[src/hdl/vcs_defines.svh]
`ifndef VCS_DEFINES_SVH
`define VCS_DEFINES_SVH

// Register indices; byte address is four times the index
`define VCS_IDX_CAL 10'h018
`define VCS_IDX_SYNC 10'h019
`define VCS_IDX_UPDATE 10'h232
`define VCS_IDX_STATUS 10'h233

// Reset values
`define VCS_CAL_RESET 3'h6
`define VCS_SYNC_RESET 8'h00

// Field positions
`define VCS_START_BIT 0
`define VCS_RATIO_MSB 2
`define VCS_RATIO_LSB 1
`define VCS_MODE_MSB 7
`define VCS_MODE_LSB 6
`define VCS_UPDATE_BIT 0

// Calibration clock ratio codes
`define VCS_RATIO_DIV2 2'h0
`define VCS_RATIO_DIV4 2'h1
`define VCS_RATIO_DIV8 2'h2
`define VCS_RATIO_DIV16 2'h3

// Reference edges per calibration clock half period, minus one
`define VCS_HALF_DIV2 3'h0
`define VCS_HALF_DIV4 3'h1
`define VCS_HALF_DIV8 3'h3
`define VCS_HALF_DIV16 3'h7

// Counter sync-reset modes
`define VCS_MODE_NONE 2'h0
`define VCS_MODE_ASYNC 2'h1
`define VCS_MODE_SYNC 2'h2
`define VCS_MODE_NONE2 2'h3

// Calibration length in calibration clock cycles
`define VCS_CAL_TICKS 16'h0100

`endif

[src/hdl/vcs_pkg.sv]
package vcs_pkg;

	typedef enum logic {CAL_IDLE, CAL_RUN} vcs_cal_state_t;

	typedef struct packed {
		logic [2:0] calBuf;
		logic [7:0] syncBuf;
		logic [2:0] calAct;
		logic [7:0] syncAct;
		logic prevStart;
		vcs_cal_state_t calState;
		logic [15:0] tickCnt;
		logic calValid;
		logic busy;
		logic calDiscard;
		logic pready;
		logic pslverr;
		logic [31:0] prdata;
		logic cntRstAsync;
		logic cntRstSync;
	} vcs_top_t;

	typedef struct packed {
		logic [2:0] stage1;
		logic [2:0] stage2;
		logic refPrev;
		logic refRise;
	} vcs_sync_t;

	typedef struct packed {
		logic [2:0] cnt;
		logic calClk;
		logic calTick;
	} vcs_div_t;

endpackage

[src/hdl/vcs_link_if.sv]
`timescale 1ns/1ps
`default_nettype none
interface vcs_link_if;
	logic refRaw;
	logic syncRaw;
	logic presentRaw;
	logic refRise;
	logic syncLevel;
	logic refPresent;
	logic [1:0] ratio;
	logic calTick;
	logic calClk;
	modport sync (input refRaw, syncRaw, presentRaw,
		output refRise, syncLevel, refPresent);
	modport div (input refRise, ratio, output calTick, calClk);
	modport core (output refRaw, syncRaw, presentRaw, ratio,
		input refRise, syncLevel, refPresent, calTick, calClk);
endinterface
`default_nettype wire

[src/hdl/vcs_cal_divider.sv]
`timescale 1ns/1ps
`default_nettype none
`include "vcs_defines.svh"
module vcs_cal_divider
	import vcs_pkg::*;
(
	// System
	input wire logic clk_sys,
	input wire logic reset_n,
	// Link
	vcs_link_if.div link
);
	vcs_div_t s;
	vcs_div_t n;

	// Half period of the calibration clock in reference edges, minus one
	function automatic logic [2:0] halfCount(input logic [1:0] code);
		logic [2:0] h;
		h = `VCS_HALF_DIV16;
		if (code == `VCS_RATIO_DIV2)
			h = `VCS_HALF_DIV2; // see RULE_01
		else if (code == `VCS_RATIO_DIV4)
			h = `VCS_HALF_DIV4; // see RULE_02
		else if (code == `VCS_RATIO_DIV8)
			h = `VCS_HALF_DIV8; // see RULE_03
		else
			h = `VCS_HALF_DIV16; // see RULE_04 see RULE_05
		return h;
	endfunction

	always_comb
	begin
		n = s;
		n.calTick = 1'b0;
		if (link.refRise)
		begin
			if (s.cnt >= halfCount(link.ratio))
			begin
				n.cnt = 3'h0;
				n.calClk = ~s.calClk;
				n.calTick = ~s.calClk;
			end
			else
				n.cnt = s.cnt + 3'h1;
		end
	end

	always_ff @(posedge clk_sys or negedge reset_n)
	begin
		if (!reset_n)
			s <= '0;
		else
			s <= n;
	end

	assign link.calTick = s.calTick;
	assign link.calClk = s.calClk;
endmodule
`default_nettype wire

[src/hdl/vcs_calibration_ctrl.sv]
// What this block and its software must do
// RULE_01 - Code 00 divides reference by two
// RULE_02 - Code 01 divides reference by four
// RULE_03 - Code 10 divides reference by eight
// RULE_04 - Divide-by-16 is the reset default
// RULE_05 - Code 11 also divides by sixteen
// RULE_06 - Start calibration on active start bit rising
// RULE_07 - Software checks reference, then toggles start
// RULE_08 - Clearing start discards the calibration result
// RULE_09 - Software keeps holdover off during calibration
// RULE_10 - Sync mode field selects counter reset
// RULE_11 - Code 11 leaves counters alone on sync
//
// The APB register port was left to the implementer.
`timescale 1ns/1ps
`default_nettype none
`include "vcs_defines.svh"
module vcs_calibration_ctrl
	import vcs_pkg::*;
(
	// System
	input wire logic clk_sys,
	input wire logic reset_n,
	// APB slave
	input wire logic psel,
	input wire logic penable,
	input wire logic pwrite,
	input wire logic [11:0] paddr,
	input wire logic [31:0] pwdata,
	output logic pready,
	output logic [31:0] prdata,
	output logic pslverr,
	// Pins
	input wire logic refClkIn,
	input wire logic syncIn,
	input wire logic refPresentIn,
	// Calibration
	output logic calClk,
	output logic calBusy,
	output logic calValid,
	output logic calDiscard,
	// Counter resets
	output logic counterResetAsync,
	output logic counterResetSync
);
	vcs_top_t s;
	vcs_top_t n;
	vcs_link_if link();

	logic [9:0] idx;
	logic setup;
	logic access;
	logic startRise;
	logic startFall;
	logic [1:0] mode;

	// Address decode shared by read and write
	function automatic logic isMapped(input logic [9:0] a);
		logic m;
		m = 1'b0;
		if (a == `VCS_IDX_CAL)
			m = 1'b1;
		else if (a == `VCS_IDX_SYNC)
			m = 1'b1;
		else if (a == `VCS_IDX_UPDATE)
			m = 1'b1;
		else if (a == `VCS_IDX_STATUS)
			m = 1'b1;
		return m;
	endfunction

	assign link.refRaw = refClkIn;
	assign link.syncRaw = syncIn;
	assign link.presentRaw = refPresentIn;
	assign link.ratio = s.calAct[`VCS_RATIO_MSB:`VCS_RATIO_LSB];

	vcs_pin_sync u_sync
	(
		.clk_sys(clk_sys),
		.reset_n(reset_n),
		.link(link.sync)
	);

	vcs_cal_divider u_div
	(
		.clk_sys(clk_sys),
		.reset_n(reset_n),
		.link(link.div)
	);

	assign idx = paddr[11:2];
	assign setup = psel & ~penable;
	assign access = psel & penable & s.pready;
	assign startRise = s.calAct[`VCS_START_BIT] & ~s.prevStart;
	assign startFall = ~s.calAct[`VCS_START_BIT] & s.prevStart;
	assign mode = s.syncAct[`VCS_MODE_MSB:`VCS_MODE_LSB];

	always_comb
	begin
		n = s;
		n.pready = 1'b0;
		n.pslverr = 1'b0;
		n.calDiscard = 1'b0;
		n.cntRstSync = 1'b0;

		// Setup cycle: answer in the first access cycle
		if (setup)
		begin
			n.pready = 1'b1;
			n.pslverr = ~isMapped(idx);
			n.prdata = 32'h0;
			if (!pwrite)
			begin
				if (idx == `VCS_IDX_CAL)
					n.prdata = {29'h0, s.calBuf};
				else if (idx == `VCS_IDX_SYNC)
					n.prdata = {24'h0, s.syncBuf};
				else if (idx == `VCS_IDX_STATUS)
					n.prdata = {28'h0, link.syncLevel, link.refPresent,
						s.calValid, s.busy};
			end
		end

		// Buffered writes, copied to active set by update
		if (access && pwrite)
		begin
			if (idx == `VCS_IDX_CAL)
				n.calBuf = pwdata[2:0];
			else if (idx == `VCS_IDX_SYNC)
				n.syncBuf = pwdata[7:0];
			else if (idx == `VCS_IDX_UPDATE)
			begin
				if (pwdata[`VCS_UPDATE_BIT])
				begin
					n.calAct = s.calBuf; // see RULE_07
					n.syncAct = s.syncBuf;
				end
			end
		end

		// Calibration sequencer
		n.prevStart = s.calAct[`VCS_START_BIT];
		case (s.calState)
			CAL_IDLE:
			begin
				if (startRise)
				begin
					n.calState = CAL_RUN; // see RULE_06
					n.tickCnt = 16'h0;
					n.calValid = 1'b0;
				end
			end
			CAL_RUN:
			begin
				if (link.calTick)
				begin
					if (s.tickCnt == `VCS_CAL_TICKS - 16'h1)
					begin
						n.calState = CAL_IDLE;
						n.calValid = 1'b1;
					end
					else
						n.tickCnt = s.tickCnt + 16'h1;
				end
			end
			default:
				n.calState = CAL_IDLE;
		endcase
		if (startFall)
		begin
			n.calState = CAL_IDLE; // see RULE_08
			n.calValid = 1'b0;
			n.calDiscard = 1'b1;
		end
		n.busy = (n.calState == CAL_RUN);

		// Counter reset on sync input
		n.cntRstAsync = 1'b0;
		if (mode == `VCS_MODE_ASYNC)
			n.cntRstAsync = link.syncLevel; // see RULE_10
		else if (mode == `VCS_MODE_SYNC)
			n.cntRstSync = link.syncLevel & link.refRise; // see RULE_10
		else
			n.cntRstAsync = 1'b0; // see RULE_11
	end

	always_ff @(posedge clk_sys or negedge reset_n)
	begin
		if (!reset_n)
		begin
			s <= '0;
			s.calBuf <= `VCS_CAL_RESET; // see RULE_04
			s.calAct <= `VCS_CAL_RESET;
			s.syncBuf <= `VCS_SYNC_RESET;
			s.syncAct <= `VCS_SYNC_RESET;
			s.calState <= CAL_IDLE;
		end
		else
			s <= n;
	end

	assign pready = s.pready;
	assign prdata = s.prdata;
	assign pslverr = s.pslverr;
	assign calClk = link.calClk;
	assign calBusy = s.busy;
	assign calValid = s.calValid;
	assign calDiscard = s.calDiscard;
	assign counterResetAsync = s.cntRstAsync;
	assign counterResetSync = s.cntRstSync;
endmodule
`default_nettype wire

[src/hdl/vcs_pin_sync.sv]
`timescale 1ns/1ps
`default_nettype none
module vcs_pin_sync
	import vcs_pkg::*;
(
	// System
	input wire logic clk_sys,
	input wire logic reset_n,
	// Link
	vcs_link_if.sync link
);
	vcs_sync_t s;
	vcs_sync_t n;

	always_comb
	begin
		n = s;
		n.stage1 = {link.presentRaw, link.syncRaw, link.refRaw};
		n.stage2 = s.stage1;
		n.refPrev = s.stage2[0];
		n.refRise = s.stage2[0] & ~s.refPrev;
	end

	always_ff @(posedge clk_sys or negedge reset_n)
	begin
		if (!reset_n)
			s <= '0;
		else
			s <= n;
	end

	assign link.refRise = s.refRise;
	assign link.syncLevel = s.stage2[1];
	assign link.refPresent = s.stage2[2];
endmodule
`default_nettype wire

[config.mk]
export PLATFORM = sky130hd
export DESIGN_NAME = vcs_calibration_ctrl
export DESIGN_NICKNAME = d
export VERILOG_FILES = /design/src/hdl/vcs_pkg.sv /design/src/hdl/vcs_link_if.sv /design/src/hdl/vcs_cal_divider.sv /design/src/hdl/vcs_calibration_ctrl.sv /design/src/hdl/vcs_pin_sync.sv
export VERILOG_INCLUDE_DIRS = /design/src /design/src/hdl
export SDC_FILE = /design/constraint.sdc
export NUM_CORES = 1
export LEC_CHECK = 0
export BUFFER_PORTS_ARGS = -buffer_cell sky130_fd_sc_hd__buf_2
export CAP_MARGIN = 15
export CELL_PAD_IN_SITES_DETAIL_PLACEMENT = 0
export CELL_PAD_IN_SITES_GLOBAL_PLACEMENT = 1
export CORE_MARGIN = 1
export CORE_UTILIZATION = 42
export DETAILED_ROUTE_END_ITERATION = 10
export GPL_ROUTABILITY_DRIVEN = 0
export PLACE_DENSITY_LB_ADDON = 0.1
export SYNTH_ARGS = -nofsm -noshare
export SYNTH_HDL_FRONTEND = slang
export SYNTH_SLANG_ARGS = --single-unit
[constraint.sdc]
create_clock -name clk_sys -period 6.4 [get_ports clk_sys]
set_clock_uncertainty 0.2 [all_clocks]
set_input_delay 0.64 -clock clk_sys [delete_from_list [all_inputs] [get_ports clk_sys]]
set_output_delay 0.64 -clock clk_sys [all_outputs]
set_load 0.01 [all_outputs]
==> results_dict.tcl <==
set metrics [dict create \
    drt_iter0_markers 65 \
    drive_above_1_share 0.270 \
    grtUsageTotal 0.161 \
    clock_latency_ns 0.34 \
    crit_slowest_cell "or4_1" \
    yosysUniqueCellTypes 47 \
    drv_slew 0 \
    core-area_mm2 0.00676 \
    drc_errors 0 \
    cts_buffers 9 \
    status "completed" \
    hold_start "u_sync.n[3]" \
    tightest_slew_ns 0.756 \
    cp_cell_sequence "ha_1 -> and3_1 -> a41o_1 -> or4_1 -> a21oi_1" \
    power_density_mw_per_mm2 243 \
    pwr-share-clk 0.448 \
    dp_hpwl_um 3630 \
    routed_wire_length_per_instance_um 13.5 \
    ys_ff_latch 61 \
    cp.required_ns 6.46 \
    intPower_w 0.000599 \
    postSynthCellCount 261 \
    vias 1955 \
    dr.pass1.iters 6 \
    die_h_um 85.4 \
    synth_flop_cell "dfrtp_1" \
    timing.final.crit_period_ns 2.31 \
    p_leak_nw 1.60 \
    h-tree-depth 3 \
    antennaDiodeCount 0 \
    grt_pass1_vias 1849 \
    yosysWarnings 0 \
    area_delta_synth_final_pct 11.5 \
    grt_max_degree 62 \
    row_count 30 \
    timing.fmax_ghz 0.432 \
    synth_edf_count 0 \
    hold_path_class "reg2reg" \
    clock-sinks 61 \
    critPathBufInv 0 \
    die_w_um 85.4 \
    post-route-util 0.482 \
    pwr-share-comb 0.048 \
    antenna_found_initial 0 \
    cp_data_arrival_time_ns 2.38 \
    worstSetupPathType "reg2reg" \
    setup-tns-final_ns 0 \
    async_flop_share 1.00 \
    rsz0062_at_grt "no" \
    post_cts_resized 0 \
    min_period_over_period 0.362 \
    clockRootBuffer "clkbuf_8" \
    finish.net_count 358 \
    port_buffers 41 \
    cp-end-kind "flip-flop" \
    cpLargestDelayFamily "simple AND/OR/NAND/NOR gates" \
    peakVddDrop_uv 120 \
    power.switching_w 0.000192 \
    reg2reg_from "s[39]" \
    clkTransAtPathRegs_ns 0.07 \
    initial_utilization 0.432 \
    cap_violations 0 \
    avgSynthCellArea_um2 11.2 \
    cts_hold_buf 0 \
    postCtsSetupBuffers 0 \
    grt_pass1_wl_um 8980 \
    viasPerCell 5.09 \
    startpoint_type "flip-flop" \
    dieArea_mm2 0.00729 \
    hold_viol 0 \
    final_antenna_net_count 0 \
    synth.cell_area_mm2 0.00292 \
    startpoint "s[39]" \
    switching_share 0.243 \
    cts_tree "yes" \
    worstPathMaxFanout 19 \
    yosysSeqAreaShare 0.524 \
    wirelength_um 5180 \
    cts_buffer_depth 2 \
    setup_viol 0 \
    cpPeakStageDelay_ns 0.58 \
    io_pins 92 \
    max_slew_margin 0.496 \
    grt.overflow.total 0 \
    power.share.sequential 0.504 \
]
per-layer routing:
layer / vias up / track usage / wire length (um)
li1: 968 / - / -
met1: 947 / 0.199 / 2350
met2: 36 / 0.259 / 2590
met3: 4 / 0.0554 / 192
met4: 0 / 0.0636 / 45
met5: - / 0 / 0
path summary, 6_finish.rpt:
check,cells past startpoint,slack [ns],to
worst max-delay path,5,4.09,s[46]
min in group asynchronous,2,0.26,s[43]
worst min register to register,0,0.15,u_sync.link.syncLevel
worst max register to register,5,4.09,s[46]
max in group asynchronous,2,5.25,u_div.s[2]
worst min-delay path,0,0.15,u_sync.link.syncLevel
layout make-up:
type,instances,area (um2)
fillers,654,3500
flip-flops and latches,61,1530
multi-input cells,175,1170
repair buffers,42,213
clock buffers,10,138
well taps,80,100
clock inverters,6,71.3
inverters,10,37.5
stage by stage:
stage	cell area [um2]	total power (W)	std cells	setup slack, ns	hold slack, ns
2_1_floorplan	3010	0.000432	284	4.17	0.131
3_3_place_gp	3050	0.000444	368	3.83	0.132
3_5_place_dp	3050	0.000445	368	3.80	0.139
4_1_cts	3260	0.000806	384	4.09	0.156
5_1_grt	3260	0.000829	384	3.95	0.169
6_report	3260	0.000791	384	4.09	0.152
synthesized netlist by cell type, drive strengths merged (2+ instances only):
cell    count  share of area
a22oi       4          0.010
or2         2         0.0043
nor3        4          0.011
nand3       8          0.014
a221o       3          0.010
nand4       7          0.015
a22o        4          0.012
mux2       16          0.062
and4        2         0.0060
inv        10          0.013
a21oi       6          0.010
nor2b       2         0.0043
and2        2         0.0043
nand2      20          0.026
buf        34          0.088
clkbuf      4         0.0051
ha          7          0.030
xor2        2         0.0060
o31ai       4          0.010
o21a        2         0.0051
or4         4          0.010
nor2       11          0.014
o21ai       8          0.014
nor4        6          0.013
and4b       2         0.0069
dfrtp      57           0.49
dfstp       4          0.036
and3        2         0.0043
nor4b       2          0.011
o211ai      6          0.015
nand2b      3         0.0064
o31a        2         0.0060
placed cells by master (no fill, tap or decap), types with 7 or more instances in the layout:
master    netlist  routed
buf_2           1      41
clkbuf_8        0      10
conb_1          1      24
dfrtp_1        57      57
ha_1            7       7
inv_1          10      10
mux2_2         16      16
nand2_1        20      20
nand3_1         8       8
nand4_1         7       7
nor2_1         11      11
o21ai_0         8       8
flip-flops by register name (all words and copies together), names as in the netlist, 2 cells and up:
signal	count
mode	2
s	28
u_sync.n	4
prdata	8
u_div.s	3
link.ratio	2
power groups by stage:
stage | Sequential [W] | Combinational, W | Clock (W)
final | 0.000399 | 0.0000379 | 0.000354
after global routing | 0.000400 | 0.0000436 | 0.000385
after CTS | 0.000399 | 0.0000389 | 0.000368
after detailed placement | 0.000407 | 0.0000389 | 0
after global placement | 0.000406 | 0.0000383 | 0
after floorplan | 0.000407 | 0.0000251 | 0
logic make-up after synthesis:
kind of cell             share of synthesized area
AND/OR/NAND/NOR                              0.160
flip-flops                                   0.524
buffers and inverters                        0.106
AO/OA/AOI/OAI                                0.108
multiplexers                                0.0617
adder cells (fa/ha/maj)                     0.0300
XOR/XNOR                                   0.00900
other                                      0.00128
(Power assumes the default switching activity.)
